$ cat config.mk
export PLATFORM = sky130hd
export DESIGN_NAME = host_access_host_flat
export DESIGN_NICKNAME = d
export VERILOG_FILES = /design/src/pkg/host_access_pkg.sv /design/src/pkg/host_port_if.sv /design/src/hw/spacing_timer.sv /design/src/hw/host_access_host.sv /design/src/flat_wrapper.sv
export VERILOG_INCLUDE_DIRS = /design/src /design/src/pkg
export SDC_FILE = /design/constraint.sdc
export NUM_CORES = 1
export LEC_CHECK = 0
export ABC_AREA = 1
export BUFFER_PORTS_ARGS = -buffer_cell sky130_fd_sc_hd__buf_2
export CAP_MARGIN = 20
export CORE_AREA = 5 5 129 131
export CTS_CLUSTER_DIAMETER = 100
export DETAILED_ROUTE_END_ITERATION = 16
export DIE_AREA = 0 0 134 136
export MAX_ROUTING_LAYER = met4
export PLACE_DENSITY = 0.6
export SLEW_MARGIN = 10
export SYNTH_ARGS = -nofsm -noshare
export SYNTH_HDL_FRONTEND = slang
export SYNTH_HIERARCHICAL = 1
export SYNTH_SLANG_ARGS = --single-unit
$ cat constraint.sdc
create_clock -name core_clk -period 2.6 [get_ports core_clk]
set_input_delay 0 -clock core_clk [delete_from_list [all_inputs] [get_ports core_clk]]
set_output_delay 0 -clock core_clk [all_outputs]
set_load 0.01 [all_outputs]
$ cat src/pkg/host_access_map.svh
`ifndef HOST_ACCESS_MAP_SVH
`define HOST_ACCESS_MAP_SVH

// Register word offsets on the host port
`define OFS_CHIP_IDENT 8'h50
`define OFS_IRQ_CFG 8'h54
`define OFS_INTERRUPT_STATUS_REG 8'h58
`define OFS_INT_EN 8'h5C
`define OFS_ENDIAN_TEST 8'h64
`define OFS_FIFO_INT 8'h68
`define OFS_RX_CFG 8'h6C
`define OFS_TX_CFG 8'h70
`define OFS_HW_CFG 8'h74
`define OFS_RX_DP_CTRL 8'h78
`define OFS_RX_FIFO_LEVEL 8'h7C
`define OFS_TX_FIFO_LEVEL 8'h80
`define OFS_PWR_MGMT 8'h84
`define OFS_GPIO_CFG 8'h88
`define OFS_GPT_CFG 8'h8C
`define OFS_GPT_COUNT 8'h90
`define OFS_WORD_SWAP 8'h98
`define OFS_FREE_RUN 8'h9C
`define OFS_RX_DROP 8'hA0
`define OFS_MAC_CSR_CMD 8'hA4
`define OFS_MAC_CSR_DATA 8'hA8
`define OFS_AFC_CFG 8'hAC
`define OFS_E2P_CMD 8'hB0
`define OFS_E2P_DATA 8'hB4
// FIFO ports (low window)
`define OFS_RX_DATA_FIFO 8'h00
`define OFS_RX_STS_FIFO 8'h40
`define OFS_TX_STS_FIFO 8'h48
`define OFS_TX_DATA_FIFO 8'h20

// Endian test pattern
`define ENDIAN_PATTERN 32'h87654321

// Wait times in ns
`define WAIT_NS_315 315
`define WAIT_NS_180 180
`define WAIT_NS_135 135
`define WAIT_NS_90 90
`define WAIT_NS_45 45
`define CLK_PERIOD_NS 10
// Cycle counts, least times rounded up
`define CYC_OF(ns) (((ns) + `CLK_PERIOD_NS - 1) / `CLK_PERIOD_NS)
`define CYC_315 `CYC_OF(`WAIT_NS_315)
`define CYC_180 `CYC_OF(`WAIT_NS_180)
`define CYC_135 `CYC_OF(`WAIT_NS_135)
`define CYC_90 `CYC_OF(`WAIT_NS_90)
`define CYC_45 `CYC_OF(`WAIT_NS_45)
// Device update latency, under the longest allowed
`define UPDATE_LAT 5'd12

`endif

$ cat src/pkg/host_access_pkg.sv
package host_access_pkg;
    typedef logic [7:0] addr_t;
    typedef logic [31:0] data_t;
    typedef logic [5:0] wait_t;
    typedef enum logic [1:0] {
        KIND_WRITE,
        KIND_FIFO_READ,
        KIND_DROP_READ,
        KIND_PLAIN_READ
    } access_kind_t;
endpackage : host_access_pkg

$ cat src/pkg/host_port_if.sv
`timescale 1ns/1ps
interface host_port_if;
    logic chip_select_n;
    logic read_strobe_n;
    logic write_strobe_n;
    logic fifo_sel;
    logic [7:0] addr;
    logic [31:0] wdata;
    logic [31:0] rdata;
    logic rdata_oe_n;

    modport device (
        input chip_select_n,
        input read_strobe_n,
        input write_strobe_n,
        input fifo_sel,
        input addr,
        input wdata,
        output rdata,
        output rdata_oe_n
    );
    modport host (
        output chip_select_n,
        output read_strobe_n,
        output write_strobe_n,
        output fifo_sel,
        output addr,
        output wdata,
        input rdata,
        input rdata_oe_n
    );
endinterface : host_port_if

$ cat src/hw/spacing_timer.sv
`timescale 1ns/1ps
`include "host_access_map.svh"
module spacing_timer
    import host_access_pkg::*;
(
    input wire logic core_clk,
    input wire logic rst_n,
    input wire logic restart,
    input wire logic [7:0] kind_mask,
    output logic [5:0] elapsed
);
    // Saturating count of cycles since last restart
    logic [5:0] elapsed_nxt;
    logic [7:0] unused_mask;
    assign unused_mask = kind_mask;

    always_comb begin
        elapsed_nxt = elapsed;
        if (restart) begin
            elapsed_nxt = 6'h00;
        end else if (elapsed != 6'h3F) begin
            elapsed_nxt = elapsed + 6'h01;
        end
    end

    always_ff @(posedge core_clk or negedge rst_n) begin
        if (!rst_n) begin
            elapsed <= 6'h3F;
        end else begin
            elapsed <= elapsed_nxt;
        end
    end
endmodule : spacing_timer

$ cat src/hw/host_access_host.sv
`timescale 1ns/1ps
`include "host_access_map.svh"
//////////////////////////////////////////////////////////////////////////////
// Overview of operation
// - device takes three read cycle kinds
// - device acts on tx fifo writes only, register writes ignored
// - tx level lags fifo write 12 cycles, 120ns
// - host waits per register after writes
// - 135ns before irq, tx level, timer
// - 315ns power mgmt, 180ns free counter
// - 90ns int status, 45ns others
// - no wait for ident, endian, rx
// - endian test reads may fill wait
// - slower bus needs fewer dummy reads
// - any method meeting wait suffices
// - side-effect reads update status late
// - tx status read, 135ns before tx level
// - rx drop read, 180ns before again
// - cycle spans chip select and one strobe asserted
module host_access_host
    import host_access_pkg::*;
(
    input wire logic core_clk,
    input wire logic rst_n,
    host_port_if.host port,
    input wire logic req_valid,
    input wire logic req_write,
    input wire logic [7:0] req_addr,
    input wire logic [31:0] req_wdata,
    output logic req_ready,
    output logic resp_valid,
    output logic [31:0] resp_data
);
    import host_access_pkg::*;
    typedef enum logic [1:0] {ST_IDLE, ST_HOLD, ST_ACCESS, ST_GAP} state_t;
    localparam logic [1:0] ACC_CYC = 2'd3;
    localparam logic [1:0] GAP_CYC = 2'd1;

    state_t state_r, state_nxt;
    logic [1:0] cnt_r, cnt_nxt;
    logic write_r, write_nxt;
    logic [7:0] addr_r, addr_nxt;
    logic [31:0] wdata_r, wdata_nxt;
    logic cs_n_r, cs_n_nxt, rd_n_r, rd_n_nxt, wr_n_r, wr_n_nxt;
    logic ready_r, ready_nxt, rvalid_r, rvalid_nxt;
    logic [31:0] rdata_r, rdata_nxt;
    logic [7:0] last_rd_r, last_rd_nxt;
    logic restart;
    logic [5:0] since_wr, since_rd;
    logic [5:0] need;

    spacing_timer u_wr_timer (
        .core_clk(core_clk),
        .rst_n(rst_n),
        .restart(restart && write_r),
        .kind_mask(8'h00),
        .elapsed(since_wr)
    );
    spacing_timer u_rd_timer (
        .core_clk(core_clk),
        .rst_n(rst_n),
        .restart(restart && !write_r),
        .kind_mask(8'h00),
        .elapsed(since_rd)
    );

    // Required gap before read of addr_r
    always_comb begin
        need = 6'd0;
        if (!write_r) begin
            unique case (addr_r)
                `OFS_CHIP_IDENT, `OFS_ENDIAN_TEST, `OFS_RX_FIFO_LEVEL,
                `OFS_RX_DROP, `OFS_RX_DATA_FIFO, `OFS_RX_STS_FIFO,
                `OFS_TX_STS_FIFO: need = 6'd0;
                `OFS_IRQ_CFG, `OFS_TX_FIFO_LEVEL, `OFS_GPT_COUNT:
                    need = 6'(`CYC_135);
                `OFS_PWR_MGMT: need = 6'(`CYC_315);
                `OFS_FREE_RUN: need = 6'(`CYC_180);
                `OFS_INTERRUPT_STATUS_REG: need = 6'(`CYC_90);
                default: need = 6'(`CYC_45);
            endcase
            if (since_wr >= need) begin
                need = 6'd0;
            end
            // rx fifo reads before rx level
            if (addr_r == `OFS_RX_FIFO_LEVEL &&
                (last_rd_r == `OFS_RX_DATA_FIFO ||
                 last_rd_r == `OFS_RX_STS_FIFO) &&
                since_rd < 6'(`CYC_135)) begin
                need = 6'h3F;
            end
            if (addr_r == `OFS_TX_FIFO_LEVEL &&
                last_rd_r == `OFS_TX_STS_FIFO &&
                since_rd < 6'(`CYC_135)) begin
                need = 6'h3F;
            end
            if (addr_r == `OFS_RX_DROP && last_rd_r == `OFS_RX_DROP &&
                since_rd < 6'(`CYC_180)) begin
                need = 6'h3F;
            end
        end
    end

    assign restart = (state_r == ST_ACCESS) && (cnt_r == 2'd0);

    always_comb begin
        state_nxt = state_r;
        cnt_nxt = cnt_r;
        write_nxt = write_r;
        addr_nxt = addr_r;
        wdata_nxt = wdata_r;
        cs_n_nxt = cs_n_r;
        rd_n_nxt = rd_n_r;
        wr_n_nxt = wr_n_r;
        ready_nxt = ready_r;
        rvalid_nxt = 1'b0;
        rdata_nxt = rdata_r;
        last_rd_nxt = last_rd_r;
        unique case (state_r)
            ST_IDLE: begin
                if (req_valid && ready_r) begin
                    write_nxt = req_write;
                    addr_nxt = req_addr;
                    wdata_nxt = req_wdata;
                    ready_nxt = 1'b0;
                    state_nxt = ST_HOLD;
                end
            end
            // waiting by time, no dummy reads
            // time gap stands for dummy reads
            ST_HOLD: begin
                if (need == 6'd0 || write_r) begin
                    cs_n_nxt = 1'b0;
                    rd_n_nxt = write_r;
                    wr_n_nxt = !write_r;
                    cnt_nxt = ACC_CYC;
                    state_nxt = ST_ACCESS;
                end
            end
            ST_ACCESS: begin
                if (cnt_r != 2'd0) begin
                    cnt_nxt = cnt_r - 2'd1;
                end else begin
                    cs_n_nxt = 1'b1;
                    rd_n_nxt = 1'b1;
                    wr_n_nxt = 1'b1;
                    if (!write_r) begin
                        rdata_nxt = port.rdata;
                        rvalid_nxt = 1'b1;
                        last_rd_nxt = addr_r;
                    end
                    cnt_nxt = GAP_CYC;
                    state_nxt = ST_GAP;
                end
            end
            ST_GAP: begin
                // Deassertion time between cycles
                if (cnt_r != 2'd0) begin
                    cnt_nxt = cnt_r - 2'd1;
                end else begin
                    ready_nxt = 1'b1;
                    state_nxt = ST_IDLE;
                end
            end
        endcase
    end

    always_ff @(posedge core_clk or negedge rst_n) begin
        if (!rst_n) begin
            state_r <= ST_IDLE;
            cnt_r <= 2'd0;
            write_r <= 1'b0;
            addr_r <= 8'h00;
            wdata_r <= 32'h00000000;
            cs_n_r <= 1'b1;
            rd_n_r <= 1'b1;
            wr_n_r <= 1'b1;
            ready_r <= 1'b1;
            rvalid_r <= 1'b0;
            rdata_r <= 32'h00000000;
            last_rd_r <= `OFS_ENDIAN_TEST;
        end else begin
            state_r <= state_nxt;
            cnt_r <= cnt_nxt;
            write_r <= write_nxt;
            addr_r <= addr_nxt;
            wdata_r <= wdata_nxt;
            cs_n_r <= cs_n_nxt;
            rd_n_r <= rd_n_nxt;
            wr_n_r <= wr_n_nxt;
            ready_r <= ready_nxt;
            rvalid_r <= rvalid_nxt;
            rdata_r <= rdata_nxt;
            last_rd_r <= last_rd_nxt;
        end
    end

    assign port.chip_select_n = cs_n_r;
    assign port.read_strobe_n = rd_n_r;
    assign port.write_strobe_n = wr_n_r;
    assign port.fifo_sel = 1'b0;
    assign port.addr = addr_r;
    assign port.wdata = wdata_r;
    assign req_ready = ready_r;
    assign resp_valid = rvalid_r;
    assign resp_data = rdata_r;
endmodule : host_access_host

$ cat src/flat_wrapper.sv
// flat-port wrapper written by rule: the top's interface ports become plain ports
module host_access_host_flat import host_access_pkg::*;
  (core_clk, rst_n, req_valid, req_write, req_addr, req_wdata, req_ready, resp_valid, resp_data, port_chip_select_n, port_read_strobe_n, port_write_strobe_n, port_fifo_sel, port_addr, port_wdata, port_rdata, port_rdata_oe_n);
  host_port_if port_i ();
  input wire logic core_clk;
  input wire logic rst_n;
  input wire logic req_valid;
  input wire logic req_write;
  input wire logic [7:0] req_addr;
  input wire logic [31:0] req_wdata;
  output logic req_ready;
  output logic resp_valid;
  output logic [31:0] resp_data;
  output wire logic [$bits(port_i.chip_select_n)-1:0] port_chip_select_n;
  output wire logic [$bits(port_i.read_strobe_n)-1:0] port_read_strobe_n;
  output wire logic [$bits(port_i.write_strobe_n)-1:0] port_write_strobe_n;
  output wire logic [$bits(port_i.fifo_sel)-1:0] port_fifo_sel;
  output wire logic [$bits(port_i.addr)-1:0] port_addr;
  output wire logic [$bits(port_i.wdata)-1:0] port_wdata;
  input wire logic [$bits(port_i.rdata)-1:0] port_rdata;
  input wire logic [$bits(port_i.rdata_oe_n)-1:0] port_rdata_oe_n;
  assign port_chip_select_n = port_i.chip_select_n;
  assign port_read_strobe_n = port_i.read_strobe_n;
  assign port_write_strobe_n = port_i.write_strobe_n;
  assign port_fifo_sel = port_i.fifo_sel;
  assign port_addr = port_i.addr;
  assign port_wdata = port_i.wdata;
  assign port_i.rdata = port_rdata;
  assign port_i.rdata_oe_n = port_rdata_oe_n;
  host_access_host u_core (.core_clk(core_clk), .rst_n(rst_n), .port(port_i), .req_valid(req_valid), .req_write(req_write), .req_addr(req_addr), .req_wdata(req_wdata), .req_ready(req_ready), .resp_valid(resp_valid), .resp_data(resp_data));
endmodule
Word level (Yosys, flattened, before mapping). Index checks and enable logic that the tools add are counted.

Bits in registers: 102. Bits of input ports: 77. Output and inout bits: 78. Logic and storage cells: 111.

Add/subtract/negate cells: 3. Order comparisons: 3. Eq/ne operators: 25. Muxes and demuxes: 32. Bitwise operators: 2. Reductions and logical operators: 32.

Operators by type and width (count): $eq A8 B7 Y1 const B (9); $mux W6 (10); $eq A8 B8 Y1 const B (6); $pmux W6 S5 (1); $logic_not A8 Y1 (2); $mux W2 (7); $add A6 B1 Y6 const B (2); $ne A6 B6 Y1 const B (2); $reduce_and A3 Y1 (4); $logic_and A1 B1 Y1 (10); $reduce_bool A2 Y1 (5); $mux W1 (8); $pmux W1 S2 (4); $pmux W2 S4 (1); $reduce_or A7 Y1 (1); $ge A6 B6 Y1 (1); $logic_not A6 Y1 (1); $lt A6 B4 Y1 const B (1); $lt A6 B5 Y1 const B (1); $ne A2 B1 Y1 const B (3); $pmux W2 S3 (1); $eq A2 B2 Y1 const B (2); $logic_not A2 Y1 (2); $ne A2 B2 Y1 const B (2); 9 further kinds (11).

Logic depth before layout (Yosys ltp).
Word-level depth: 14. Mapped depth: 21. Depth with buffers taken out: 21.

Hierarchy. The synthesis kept the hierarchy.

By module, submodules not included: host_access_host (times used 1, cells each 441, area an instance 4071.4 µm², sequential area each 2260.9 µm²); spacing_timer (times used 2, cells each 44, area an instance 360.3 µm², sequential area each 157.7 µm²).

Least setup slack after synthesis. OpenSTA, ideal clock, no wires.

Path kind: reg2reg. Start point: reg u_core.addr_r[1], in the netlist u_core/port.addr[1]. End point: reg u_core.state_r[1]. Setup time: 0.117 ns. Arrival: 2.249 ns. Required time: 2.483 ns. Slack: 0.234 ns. Stages on the path, launching flop included: 17. Buffers on the path: 0. Clock period less this slack: 2.366 ns. Cells stage by stage: dfrtp_1 nor2_2 nand3_1 nor2_1 inv_1 nand2_1 nor3_1 or2_2 ha_1 o21ai_0 nand2_1 a21oi_1 nand3_2 nand2_2 nand2_4 nand3_1 nand2_1.

Word-level cells in the longest chain between the ends: 14. Elaborated cells on any way between the ends: 33. Those cells by class: order compare (1); eq/ne (13); mux (7); reduce/logical (12).

RTL lines: start, declared (RTL line host_access_host.sv:42) `logic [7:0] addr_r, addr_nxt;`; start signal, assigned (RTL line host_access_host.sv:186) `addr_r <= addr_nxt;`; $eq A8 B7 Y1, or another cell as far along (RTL line host_access_host.sv:71) `unique case (addr_r)`; $reduce_or A7 Y1 / $reduce_or A3 Y1 (equally long branches) (RTL line host_access_host.sv:71); $pmux W6 S5 (RTL line host_access_host.sv:71); $mux W6 (RTL line host_access_host.sv:70) `if (!write_r) begin`; $ge A6 B6 Y1 (RTL line host_access_host.sv:82) `if (since_wr >= need) begin`; $mux W6 (RTL line host_access_host.sv:82); $mux W6 (RTL line host_access_host.sv:86) `` if (addr_r == `OFS_RX_FIFO_LEVEL && ``; $mux W6 (RTL line host_access_host.sv:92) `` if (addr_r == `OFS_TX_FIFO_LEVEL && ``; $mux W6 (*) (RTL line host_access_host.sv:97) `` if (addr_r == `OFS_RX_DROP && last_rd_r == `OFS_RX_DROP && ``; $mux W6 (*) (RTL line host_access_host.sv:70); $logic_not A6 Y1 (*) (RTL line host_access_host.sv:132) `if (need == 6'd0 || write_r) begin`; $logic_or A1 B1 Y1 (*) (RTL line host_access_host.sv:132); $ne A2 B1 Y1 (no line) (*); $reduce_and A4 Y1 (no line) (*); end signal, assigned (RTL line host_access_host.sv:183) `state_r <= state_nxt;`; end, declared (RTL line host_access_host.sv:39) `state_t state_r, state_nxt;`.

Mark *: on every way between the ends. The rest lies on a longest branch, timed or not. The select of a mux whose other input is x is not followed. A chain may end at the register's enable or synchronous reset.

Final worst setup path.
Start point: reg u_core.addr_r[4], in the netlist u_core/port.addr[4]. End point: reg u_core.wr_n_r, in the netlist u_core/port.write_strobe_n.

Word-level cells in the longest chain between the ends: 14. Elaborated cells on any way between the ends: 33. Those cells by class: order compare (1); eq/ne (13); mux (7); reduce/logical (12).

RTL lines: $eq A8 B7 Y1, or another cell as far along (RTL line host_access_host.sv:71); $reduce_or A7 Y1 / $reduce_or A3 Y1 (equally long branches) (RTL line host_access_host.sv:71); $pmux W6 S5 (RTL line host_access_host.sv:71); $mux W6 (RTL line host_access_host.sv:70); $ge A6 B6 Y1 (RTL line host_access_host.sv:82); $mux W6 (RTL line host_access_host.sv:82); $mux W6 (RTL line host_access_host.sv:86); $mux W6 (RTL line host_access_host.sv:92); $mux W6 (*) (RTL line host_access_host.sv:97); $mux W6 (*) (RTL line host_access_host.sv:70); $logic_not A6 Y1 (*) (RTL line host_access_host.sv:132); $logic_or A1 B1 Y1 (*) (RTL line host_access_host.sv:132); $ne A2 B1 Y1 (no line) (*); $reduce_and A3 Y1 (no line) (*); end signal, assigned (RTL line host_access_host.sv:190) `wr_n_r <= wr_n_nxt;`; end, declared (RTL line host_access_host.sv:44) `logic cs_n_r, cs_n_nxt, rd_n_r, rd_n_nxt, wr_n_r, wr_n_nxt;`.

Marked as above.

==> out/metrics.cfg <==
[synthesis]
ys_async_sr_fraction = 1.000
yosysWarnings = 6
synth_cell_type_count = 30
synth_nets = 620
ys_top_cells_by_area = dfrtp_1 (43%), nand2_1 (14%), dfstp_2 (10%), mux2_2 (7.5%), ha_1 (3.7%)
syn-instance-count = 529
syn_area_mm2 = 0.004792
synth.most_common_cell = nand2_1
ys_seq_elements = 102
postSynthAreaPerCell_um2 = 9.059
synth.top_cells.by_count = nand2_1 (182), dfrtp_1 (83), inv_1 (42), nor2_1 (42), mux2_2 (32)
synth_edf_count = 0
yosysTopAreaCellShare = 0.4334
ys_seq_area_frac = 0.5376
yosysTopAreaCell = dfrtp_1
yosys_most_used_dff = dfrtp_1

[grt]
grt_overflow = 0
grt_antenna_before_repair = 0
grt_pass1_vias = 4490
grt_max_degree = 53
grt_use_total = 0.1474
grt_pass1_wl_mm = 21.12

[detailed_routing]
drc = 0
wl_per_cell_um = 13.43
ant_nets = 0
firstDrtPassIters = 4
vias = 4310
via_per_inst = 4.485
wl_mm = 12.91
initialDrtViolationCount = 205

[die]
num_io_pins = 155
dieArea_mm2 = 0.01822
fp.dieH_um = 136
fp-row-count = 46
die_w_um = 134
core_mm2 = 0.01548
start_util = 0.3095

[worst_setup_path]
crit_buf_inv = 2
path_depth = 18
r2r_cells = 18
crit_top_cell = nand2_1
critical-path-max-stage-delay_ns = 0.42
worstSetupStartpointType = flop
cp_max_fo = 5
crit_chain = inv_2 > nor2_2 > nand2_1 > inv_1 > a21oi_2 > nand2_1 > nor3_2 > or2_4 > ha_4 > o21ai_2 > nand2_1 > a21oi_2 > nand3_2 > nand2_4 > nand2_4 > nand2_4 > nand2_1 > nand2_1
criticalPathCategory = reg -> reg
end_kind = flop
critPathRequiredTime_ns = 2.88
slowest_stage = dfrtp_1
path_delay_family = simple AND/OR/NAND/NOR gates
arrival_ns = 2.69

[sta]
post-route-period-util = 0.9245
relSlewSlack = 0.5461
clock_skew_ns = 0.01059
layout_min_cycle_time_ns = 2.404
tightest_slew_ns = 0.6808
tns_ns = 0
setup_viol = 0
hold_viol = 0
fmax_mhz = 416.0
whs_ns = 0.02461
slew_viol_final = 0

[clocking]
cts_buffer_depth = 2
cts.sinks = 102
h-tree-depth = 3
cts_tree = done
cts_buffers = 9
clk_pin_slew_ns = 0.07
root_buffer = clkbuf_16
clk_latency_ns = 0.35

[pwr]
power.density_mw_per_mm2 = 462.7
p_total_uw = 3245
power_leakage_uw = 0.003615
ir_drop_uv = 367.6

[layout]
area_growth_pct = 46.32
nets = 855
nFillCells = 1496
drive_gt1_frac = 0.3667
fin_util = 0.4529
stdcell_count = 961
antenna_cells = 0

[placement]
gp_congestion = 0.8223
port-buffer-count = 152
hpwl_mm = 8.406
dp.cells = 867

[run_status]
status = finished clean

[run]
cap_violations = 0

[worst_hold_path]
whs_path_depth = 3
holdCritPathClass = in -> reg

==> power by group <==
part | internal, uW | leakage, uW | switching (uW)
logic | 115 | 0.00231 | 64.2
clock network | 880 | 0.000159 | 598
registers | 1590 | 0.00114 | 0
total | 2580 | 0.00361 | 662
==> tightest hold or removal path, delay by kind of cell <==
| kind | cells | cell delay, ns |
|---|---|---|
| AOI/OAI and AO/OA | 2 | 0.23 |
| buffers and inverters | 1 | 0.10 |
==> per-stage QoR <==
stage	instance area (um^2)	worst slack (ns)
detailed placement	5823	0.02187
global route	7012	-0.02274
CTS	6890	0.02575
floorplan	4792	0.2343
finish	7012	0.1962
global placement	5823	0.07452
==> metal layers <==
layer / vias to the layer above / GRT usage / part of all wire
li1: 2147 / - / -
met5: - / - / 0
met3: 14 / 0.04108 / 0.041
met1: 2051 / 0.1672 / 0.42
met2: 98 / 0.2549 / 0.52
met4: 0 / 0.04457 / 0.015
==> final timing paths <==
check,start,to,slack [ns]
hold reg to reg,u_core/port.read_strobe_n,u_core/port.read_strobe_n,0.46
min in group asynchronous,rst_n,u_core/resp_data[12],0.24
setup / recovery,u_core/port.addr[4],u_core/port.write_strobe_n,0.20
max in group asynchronous,rst_n,u_core/u_wr_timer/elapsed[3],1.58
setup reg to reg,u_core/port.addr[4],u_core/port.write_strobe_n,0.20
hold / removal,req_valid,u_core/req_ready,0.02
==> final cells by class <==
cell class	count	area, um^2	area share
clock buffer	12	246.5	0.03515
clock inverter	4	80.08	0.01142
inverter	47	178.9	0.02552
multi-input combinational	367	2072	0.2955
sequential	102	2582	0.3683
tap	192	240.2	0.03426
timing repair buffer	237	1612	0.2298
==> timing repair <==
action                                  in CTS  in global routing
resized for setup                            0                 29
buffers inserted                             0                  3
endpoints found under the hold margin      124                  0
hold buffers                                74                  0
endpoints found under the setup margin       0                  7
==> logic make-up after synthesis <==
family / after synthesis / synth area share
AND/OR/NAND/NOR: 288 / 0.2627
multiplexers: 32 / 0.07520
AO/OA/AOI/OAI: 31 / 0.03682
buffers and inverters: 61 / 0.05039
other: 1 / 0.0007825
flip-flops: 102 / 0.5376
adder cells (fa/ha/maj): 14 / 0.03655
==> layout by cell type (no fill, tap or decap), types with 10 or more instances in the layout <==
master,synthesis,final
nand3_1,28,24
nor2_1,42,35
ha_1,14,13
nand2_1,182,181
mux2_2,32,32
dfstp_2,19,19
buf_4,1,10
nand3_2,7,11
a21oi_1,14,12
inv_1,42,40
dlygate4sd3_1,0,74
buf_2,7,151
dfrtp_1,83,78
==> state kept, by name, indices dropped and copies added (netlist names) <==
register,cells
u_core/port.wdata,32
u_core/resp_data,32
u_core/last_rd_r,8
u_core/port.addr,8
u_core/u_rd_timer/elapsed,6
u_core/u_wr_timer/elapsed,6
u_core/cnt_r,2
u_core/state_r,2
u_core/port.chip_select_n,1
u_core/port.read_strobe_n,1
u_core/port.write_strobe_n,1
u_core/req_ready,1
u_core/resp_valid,1
u_core/write_r,1
Power figures use the tool's default switching activity.
